### src/aab_defines.svh
// constants of the accumulator alu and bit-operation datapath
`ifndef AAB_DEFINES_SVH
`define AAB_DEFINES_SVH
`define AAB_DATA_W 8
`define AAB_FADDR_W 7
`define AAB_BUS_AW 8
`define AAB_FILE_DEPTH 128
`define AAB_REG_ACC 8'h80
`define AAB_REG_FLAGS 8'h81
`define AAB_PORT_ADDR 7'h05
`define AAB_FLAG_CARRY 0
`define AAB_FLAG_HALF 1
`define AAB_FLAG_ZERO 2
`define AAB_FLAGS_W 3
`define AAB_ACC_RESET 8'h00
`define AAB_PORT_RESET 8'h00
`define AAB_NIBBLE_MSB 3
`define AAB_FILE_SPACE_BIT 7
`endif

### src/aab_pkg.sv
// types shared by the datapath modules
package aab_pkg;
    typedef enum logic [3:0] {
        op_nop,
        op_add_literal_to_acc,
        op_add_acc_and_file,
        op_and_literal_with_acc,
        op_and_acc_with_file,
        op_clear_file_bit,
        op_set_file_bit,
        op_test_bit_skip_if_one,
        op_test_bit_skip_if_zero
    } aab_op_t;
endpackage : aab_pkg

### src/aab_alu.sv
// combinational arithmetic, logic and bit unit
`timescale 1ns/1ps
`default_nettype none
`include "aab_defines.svh"
module aab_alu (
    input wire aab_pkg::aab_op_t op_code,
    input wire logic dest_sel,
    input wire logic [7:0] acc,
    input wire logic [7:0] literal,
    input wire logic [7:0] file_val,
    input wire logic [2:0] bit_idx,
    output logic [7:0] result,
    output logic carry,
    output logic half_carry,
    output logic zero,
    output logic acc_we,
    output logic file_we,
    output logic arith_we,
    output logic zero_we,
    output logic skip_take
);
    // one-hot mask for the addressed bit
    function automatic logic [7:0] bit_mask(input logic [2:0] idx);
        bit_mask = 8'h01 << idx;
    endfunction : bit_mask

    // eight-bit add, nine bits out so the carry is kept
    function automatic logic [8:0] add8(input logic [7:0] a, input logic [7:0] b);
        add8 = {1'b0, a} + {1'b0, b};
    endfunction : add8

    logic [8:0] sum;
    logic [4:0] low_sum;
    logic [7:0] operand;
    logic tested;

    assign operand = (op_code == aab_pkg::op_add_literal_to_acc ||
                      op_code == aab_pkg::op_and_literal_with_acc) ? literal : file_val;
    assign sum = add8(acc, operand);
    assign low_sum = {1'b0, acc[`AAB_NIBBLE_MSB:0]} + {1'b0, operand[`AAB_NIBBLE_MSB:0]};
    assign tested = |(file_val & bit_mask(bit_idx));

    // result, write enables and flag values per operation
    always_comb begin
        result = sum[7:0];
        carry = sum[8];
        half_carry = low_sum[4];
        acc_we = 1'b0;
        file_we = 1'b0;
        arith_we = 1'b0;
        zero_we = 1'b0;
        skip_take = 1'b0;
        unique case (op_code)
            aab_pkg::op_add_literal_to_acc: begin
                acc_we = 1'b1;
                arith_we = 1'b1;
                zero_we = 1'b1;
            end
            aab_pkg::op_add_acc_and_file: begin
                acc_we = !dest_sel;
                file_we = dest_sel;
                arith_we = 1'b1;
                zero_we = 1'b1;
            end
            aab_pkg::op_and_literal_with_acc: begin
                result = acc & literal;
                acc_we = 1'b1;
                zero_we = 1'b1;
            end
            aab_pkg::op_and_acc_with_file: begin
                result = acc & file_val;
                acc_we = !dest_sel;
                file_we = dest_sel;
                zero_we = 1'b1;
            end
            aab_pkg::op_clear_file_bit: begin
                result = file_val & ~bit_mask(bit_idx);
                file_we = 1'b1;
            end
            aab_pkg::op_set_file_bit: begin
                result = file_val | bit_mask(bit_idx);
                file_we = 1'b1;
            end
            aab_pkg::op_test_bit_skip_if_one: skip_take = tested;
            aab_pkg::op_test_bit_skip_if_zero: skip_take = !tested;
            default: ; // no-op and illegal codes write nothing
        endcase
        zero = (result == 8'h00);
    end
endmodule : aab_alu
`default_nettype wire

### src/aab_core.sv
// execution datapath top: instruction port, register port and i/o port
//
// Strobed register access and the register offsets were chosen for this implementation.
`timescale 1ns/1ps
`default_nettype none
`include "aab_defines.svh"
module aab_core (
    input wire logic sys_clk,
    input wire logic sys_rst,
    input wire logic op_valid,
    input wire aab_pkg::aab_op_t op_code,
    input wire logic [7:0] op_literal,
    input wire logic [6:0] op_file_addr,
    input wire logic [2:0] op_bit_idx,
    input wire logic op_dest_sel,
    input wire logic [7:0] bus_addr,
    input wire logic [7:0] bus_wdata,
    input wire logic bus_wr,
    input wire logic bus_rd,
    output logic [7:0] bus_rdata,
    input wire logic [7:0] port_pins,
    output logic [7:0] port_latch,
    output logic [7:0] acc_out,
    output logic [2:0] flags_out,
    output logic op_done,
    output logic op_skipped,
    output logic skip_pending
);
    logic [7:0] acc_r;
    logic [2:0] flags_r;
    logic [7:0] port_r;
    logic [7:0] rdata_r;
    logic done_r;
    logic skipped_r;
    logic skip_r;
    logic [7:0] pin_meta_r;
    logic [7:0] pin_sync_r;
    logic [7:0] mem_op_data;
    logic [7:0] mem_bus_data;
    logic [7:0] file_val;
    logic [7:0] alu_result;
    logic alu_c;
    logic alu_dc;
    logic alu_z;
    logic alu_acc_we;
    logic alu_file_we;
    logic alu_arith_we;
    logic alu_zero_we;
    logic alu_skip;
    logic exec;
    logic ins_acc_we;
    logic ins_file_we;
    logic bus_file_hit;
    logic bus_file_we;
    logic file_we;
    logic [6:0] file_waddr;
    logic [7:0] file_wdata;
    logic [7:0] bus_file_val;
    logic skip_nxt;

    // an instruction executes unless it is the one being skipped
    assign exec = op_valid && !skip_r;
    assign ins_acc_we = exec && alu_acc_we;
    assign ins_file_we = exec && alu_file_we;
    assign bus_file_hit = !bus_addr[`AAB_FILE_SPACE_BIT];
    // instruction write wins over a bus write in the same cycle
    assign bus_file_we = bus_wr && bus_file_hit && !ins_file_we;
    assign file_we = ins_file_we || bus_file_we;
    assign file_waddr = ins_file_we ? op_file_addr : bus_addr[6:0];
    assign file_wdata = ins_file_we ? alu_result : bus_wdata;

    // port register reads the pins so read-modify-write sees real levels
    assign file_val = (op_file_addr == `AAB_PORT_ADDR) ? pin_sync_r : mem_op_data;
    assign bus_file_val = (bus_addr[6:0] == `AAB_PORT_ADDR) ? pin_sync_r : mem_bus_data;

    aab_file #(
        .DEPTH(`AAB_FILE_DEPTH)
    ) u_file (
        .sys_clk(sys_clk),
        .op_addr(op_file_addr),
        .op_data(mem_op_data),
        .bus_addr(bus_addr[6:0]),
        .bus_data(mem_bus_data),
        .we(file_we),
        .wr_addr(file_waddr),
        .wr_data(file_wdata)
    );

    aab_alu u_alu (
        .op_code(op_code),
        .dest_sel(op_dest_sel),
        .acc(acc_r),
        .literal(op_literal),
        .file_val(file_val),
        .bit_idx(op_bit_idx),
        .result(alu_result),
        .carry(alu_c),
        .half_carry(alu_dc),
        .zero(alu_z),
        .acc_we(alu_acc_we),
        .file_we(alu_file_we),
        .arith_we(alu_arith_we),
        .zero_we(alu_zero_we),
        .skip_take(alu_skip)
    );

    // pins come from outside the clock domain: two flops first
    always_ff @(posedge sys_clk or posedge sys_rst) begin
        if (sys_rst) begin
            pin_meta_r <= 8'h00;
            pin_sync_r <= 8'h00;
        end else begin
            pin_meta_r <= port_pins;
            pin_sync_r <= pin_meta_r;
        end
    end

    // accumulator: instruction result, else bus write
    always_ff @(posedge sys_clk or posedge sys_rst) begin
        if (sys_rst) begin
            acc_r <= `AAB_ACC_RESET;
        end else if (ins_acc_we) begin
            acc_r <= alu_result;
        end else if (bus_wr && bus_addr == `AAB_REG_ACC) begin
            acc_r <= bus_wdata;
        end
    end

    // flags: adds touch all three, ands only zero, bit ops none
    always_ff @(posedge sys_clk or posedge sys_rst) begin
        if (sys_rst) begin
            flags_r <= 3'h0;
        end else if (exec && (alu_arith_we || alu_zero_we)) begin
            if (alu_arith_we) begin
                flags_r[`AAB_FLAG_CARRY] <= alu_c;
                flags_r[`AAB_FLAG_HALF] <= alu_dc;
            end
            flags_r[`AAB_FLAG_ZERO] <= alu_z;
        end else if (bus_wr && bus_addr == `AAB_REG_FLAGS) begin
            flags_r <= bus_wdata[`AAB_FLAGS_W-1:0];
        end
    end

    // output latch of the port register, shadowing writes to its address
    always_ff @(posedge sys_clk or posedge sys_rst) begin
        if (sys_rst) begin
            port_r <= `AAB_PORT_RESET;
        end else if (file_we && file_waddr == `AAB_PORT_ADDR) begin
            port_r <= file_wdata;
        end
    end

    // skip state: a taken test turns the next instruction into a no-op
    assign skip_nxt = skip_r ? !op_valid : (exec && alu_skip);

    always_ff @(posedge sys_clk or posedge sys_rst) begin
        if (sys_rst) begin
            skip_r <= 1'b0;
            done_r <= 1'b0;
            skipped_r <= 1'b0;
        end else begin
            skip_r <= skip_nxt;
            done_r <= op_valid;
            skipped_r <= op_valid && skip_r;
        end
    end

    // register read port: data one cycle after the strobe, zero elsewhere
    always_ff @(posedge sys_clk or posedge sys_rst) begin
        if (sys_rst) begin
            rdata_r <= 8'h00;
        end else if (bus_rd) begin
            if (bus_file_hit) begin
                rdata_r <= bus_file_val;
            end else if (bus_addr == `AAB_REG_ACC) begin
                rdata_r <= acc_r;
            end else if (bus_addr == `AAB_REG_FLAGS) begin
                rdata_r <= {5'h00, flags_r};
            end else begin
                rdata_r <= 8'h00;
            end
        end else begin
            rdata_r <= 8'h00;
        end
    end

    assign bus_rdata = rdata_r;
    assign port_latch = port_r;
    assign acc_out = acc_r;
    assign flags_out = flags_r;
    assign op_done = done_r;
    assign op_skipped = skipped_r;
    assign skip_pending = skip_r;

    // reference sums for the checks, built apart from the alu so a wrong adder shows up
    logic [8:0] ref_sum;
    logic [4:0] ref_low;
    logic [8:0] ref_lit;
    logic [4:0] ref_lit_low;
    logic [7:0] ref_mask;
    assign ref_sum = {1'b0, acc_r} + {1'b0, file_val};
    assign ref_low = {1'b0, acc_r[`AAB_NIBBLE_MSB:0]} + {1'b0, file_val[`AAB_NIBBLE_MSB:0]};
    assign ref_lit = {1'b0, acc_r} + {1'b0, op_literal};
    assign ref_lit_low = {1'b0, acc_r[`AAB_NIBBLE_MSB:0]} + {1'b0, op_literal[`AAB_NIBBLE_MSB:0]};
    assign ref_mask = 8'h01 << op_bit_idx;
endmodule : aab_core
`default_nettype wire

### src/aab_file.sv
// file register array with two read ports and one write port
`timescale 1ns/1ps
`default_nettype none
`include "aab_defines.svh"
module aab_file #(
    parameter int DEPTH = `AAB_FILE_DEPTH
) (
    input wire logic sys_clk,
    input wire logic [6:0] op_addr,
    output logic [7:0] op_data,
    input wire logic [6:0] bus_addr,
    output logic [7:0] bus_data,
    input wire logic we,
    input wire logic [6:0] wr_addr,
    input wire logic [7:0] wr_data
);
    // plain storage, no reset: software initialises what it uses
    logic [7:0] mem [DEPTH];

    assign op_data = mem[op_addr];
    assign bus_data = mem[bus_addr];

    // single write port, arbitration is done by the caller
    always_ff @(posedge sys_clk) begin
        if (we) begin
            mem[wr_addr] <= wr_data;
        end
    end
endmodule : aab_file
`default_nettype wire

### config.mk
export PLATFORM = sky130hd
export DESIGN_NAME = aab_core
export DESIGN_NICKNAME = d
export VERILOG_FILES = /design/src/aab_pkg.sv /design/src/aab_alu.sv /design/src/aab_core.sv /design/src/aab_file.sv
export VERILOG_INCLUDE_DIRS = /design/src
export SDC_FILE = /design/constraint.sdc
export NUM_CORES = 2
export LEC_CHECK = 0
export BUFFER_PORTS_ARGS = -buffer_cell sky130_fd_sc_hd__buf_2
export CAP_MARGIN = 20
export CORE_MARGIN = 5
export CORE_UTILIZATION = 26
export CTS_CLUSTER_DIAMETER = 100
export DETAILED_ROUTE_END_ITERATION = 12
export PLACE_DENSITY = 0.39
export SETUP_SLACK_MARGIN = 0.2
export SLEW_MARGIN = 20
export SYNTH_ARGS = -nofsm -noshare
export SYNTH_HDL_FRONTEND = slang
export SYNTH_SLANG_ARGS = --single-unit
### constraint.sdc
create_clock -name sys_clk -period 22.4 [get_ports sys_clk]
set_input_delay 2.24 -clock sys_clk [delete_from_list [all_inputs] [get_ports sys_clk]]
set_output_delay 2.24 -clock sys_clk [all_outputs]
set_load 0.005 [all_outputs]
==> key figures <==
Logic synthesis
  – EDFF count, synth: 1,024
  – Yosys top cell area share: 60.1%
  – Post-synth top area cell: edfxtp_1
  – Adder-Cell Fraction of Synth Area: 0.235%
  – Mux contribution to synthesized area: 27.7%
  – Main synth FF type: edfxtp_1
  – Flops & latches, synth: 1,070
  – Post-Synth Simple-Gate Area: 3.82%
  – Netlist Area Pre-Place: 51,200 sq um
  – Seq/Total Area, Yosys: 62.3%
  – Synth warn: 0
  – Syn_nets: 2,758
  – Cells after synthesis: 2,697
  – Largest cells by area after synthesis: edfxtp_1 (60%), mux4_2 (25%), mux2i_1 (2.4%)
  – Distinct cells, synth: 82
  – Xor/xnor share of the synthesized area: 0.120%
  – Main combinational cell family by area after synthesis: multiplexers
  – Compound-cell area share of the yosys netlist: 3.69%
  – Most frequent cell after synthesis: edfxtp_1
  – Avg Inst Size Synth: 19.0 sq um
  – Share of synthesized registers carrying an async set or reset: 4.30%
  – Top post-synthesis cells by count: edfxtp_1 (1,024), mux4_2 (558), nor2_1 (181)

Worst setup path
  – Critical Path Slowest Stage Cell: buf_4
  – Crit Path Max Fanout: 96
  – Reg2Reg Depth: 12
  – Crit. Startpoint: op_file_addr[1]
  – Critical path class: in2reg
  – Crit. path cell count: 18
  – Worst path required time: 22,800 ps
  – R2r setup slk: 15,870 ps
  – CP Capture Type: register
  – Cell mode on critical path: buf_4
  – Buffers and inverters on the worst path: 5
  – CP top delay family: buffers and inverters
  – Reg2Reg Launch Point: u_file.mem[127][5]$_DFFE_PP_
  – Startpoint types: input port
  – Crit path cell chain: buf_8 -> buf_4 -> buf_4 -> buf_4 -> mux4_2 -> a22oi_1 -> a21oi_1 -> o21ai_1 -> a32oi_1 -> mux2_2 -> ha_1 -> a21oi_1 -> o21ai_0 -> a21oi_1 -> xor2_1 -> a221o_1 -> o21ai_4 -> buf_4
  – Largest stage delay on the critical path: 960 ps
  – CP Data Arrival Time: 10,410 ps

Clock network
  – Hold_buf cts: 0
  – CTS Root Cell: clkbuf_16
  – H-tree Lvls: 4
  – Postcts setup bufs: 0
  – Cts bufs inserted: 130
  – CTS sink count: 1,070
  – CTS tree: done
  – Post-cts gate resize count: 0
  – CTS clk-pin slew, worst paths: 60 ps
  – Worst-Skew Late Latency: 780 ps
  – Maximum root-to-sink buffer count: 3

Placed design
  – PortBufs: 81
  – Setup WS pre-CTS: 11,490 ps
  – Post-DP HPWL: 125 mm
  – Routability congestion estimate from global placement: 0.867

Cells and area
  – Nets: 2,894
  – Register area: 31,900 sq um
  – Share of layout cells above drive strength 1: 36.9%
  – Area occupied by multi-input gates: 18,600 sq um
  – # fillers: 19,000
  – Finished Core Util: 30.5%
  – Area grow syn2layout: 16.4%

Routing
  – Total wire length: 192 mm
  – Average routed wire per standard cell: 34.4 um
  – Vias/cell: 5.29
  – Starting DRT DRC Count: 2,797
  – Antenna Nets Post-Route: 0
  – DRC viols: 0
  – First-pass DRT Iterations: 5
  – Vias after detailed routing: 29,500

Global route
  – Vias in the first global route: 30,800
  – GR Overflow Total: 0
  – Global-route usage over all layers: 18.4%
  – Largest net degree at the start of global routing: 113
  – First-pass GRT wire length: 264 mm
  – Initial antenna violation count: 7

Timing
  – Worst-Margin Slew: 1230 ps
  – Min Tclk post-route: 10,010 ps
  – Fin. max-slew vios: 0
  – Unrepaired setup endpoints after global routing: no
  – Setup skew after layout: 27.9 ps
  – WHS: 354 ps
  – Final hold vios: 0
  – Setup violators final: 0
  – Part of the cycle the worst path needs: 44.7%
  – Max transition margin: 17.8%
  – F_max: 99.9 MHz
  – Post-route setup TNS: 0 ps
  – Fin worst setup slack: 12,390 ps

Floorplan
  – Die W: 454 um
  – DIE AREA: 206,000 sq um
  – DIE HEIGHT: 454 um
  – IO Pins: 82
  – Core area: 195,000 sq um
  – Starting Density: 26.2%
  – Row cnt: 162

Power and ir drop
  – Switching power: 1270 uW
  – Lkg Pwr: 0.0186 uW
  – Switching Fraction: 25.3%
  – P per Cell Area: 84.2 nW/um^2
  – Max VDD drop: 83.4 uV
  – Reg power frac: 45.4%
  – Int Power: 3750 uW
  – Clock power share: 43.3%
  – Logic gate share of total power: 11.3%

Min path
  – Hold path depth: 0
  – Worst Hold Launch: pin_meta_r[4]$_DFF_PP0_
  – Hold Path Class: reg2reg

Run
  – Max-cap viol count: 0

Status
  – Status: completed
kinds of logic after synthesis:
logic type                 count (synthesis)
and+or+nand+nor                          423
DFF                                     1070
buffers and inverters                    213
xor gates and xnor gates                   7
muxes                                    713
adders and majority gates                  9
AOI/OAI and AO/OA                        262
sequential cells by signal, summed over array words and instances, names as in the netlist:
signal        flops
skip_pending      1
u_file.mem     1024
op_done           1
pin_sync_r        8
port_latch        8
op_skipped        1
acc_out           8
bus_rdata         8
pin_meta_r        8
flags_out         3
final timing paths:
check,endpoint
max in group asynchronous,acc_out[2]$_DFFE_PP0P_
setup reg to reg,u_file.mem[121][5]$_DFFE_PP_
setup / recovery,u_file.mem[121][5]$_DFFE_PP_
min in group asynchronous,port_latch[4]$_DFFE_PP0P_
hold / removal,pin_sync_r[4]$_DFF_PP0_
hold reg to reg,pin_sync_r[4]$_DFF_PP0_
cell usage in the layout, fill, tap and decap left out, drive strengths merged, types with 31 or more instances in the layout:
cell type / count
edfxtp: 1024
mux4: 558
buf: 202
nor2: 182
clkbuf: 168
mux2i: 124
nand2: 106
a22oi: 51
dfrtp: 46
clkinv: 44
a21oi: 41
o21ai: 41
nand3: 39
mux2: 31
area by class of cell:
| cell class | instances | share of cell area [%] |
|---|---|---|
| tap | 2624 | 5.51 |
| clock inverter | 71 | 1.36 |
| clock buffer | 168 | 5.96 |
| sequential | 1070 | 53.5 |
| multi-input combinational | 1414 | 31.2 |
| antenna | 5 | 0.0210 |
| timing repair buffer | 202 | 2.35 |
| inverter | 15 | 0.0945 |
layer usage:
layer	share of wire (%)	vias up	GRT usage (%)
li1	-	11800	-
met5	0	-	0
met2	49	1182	31.1
met4	2.7	0	4.88
met3	5.9	235	3.15
met1	43	16200	24.7
power groups by stage:
stage	Sequential, uW	Combinational (uW)	Clock (uW)
floorplan	2320	328	0
global placement	2320	566	0
detailed placement	2320	572	0
CTS	2280	572	2230
global route	2280	599	2300
finish	2280	566	2170
metrics by stage:
stage / std cells / power, uW / area [sq um]
floorplan: 2697 / 2650 / 51200
global placement: 5320 / 2880 / 55000
detailed placement: 5324 / 2890 / 55200
CTS: 5563 / 5070 / 59500
global route: 5566 / 5180 / 59600
finish: 5569 / 5020 / 59600
worst register-to-register path, stage by stage (launching register included):
cell and delay [ps]:
edfxtp_1 370, mux4_2 480, mux2i_1 430, nor2_1 90
o32ai_1 970, a32oi_1 450, mux2i_1 410, o21ai_0 170
ha_1 350, xor2_1 180, a221o_1 400, o21ai_4 820
buf_4 970
No activity file was read; power rests on OpenSTA's default activity.
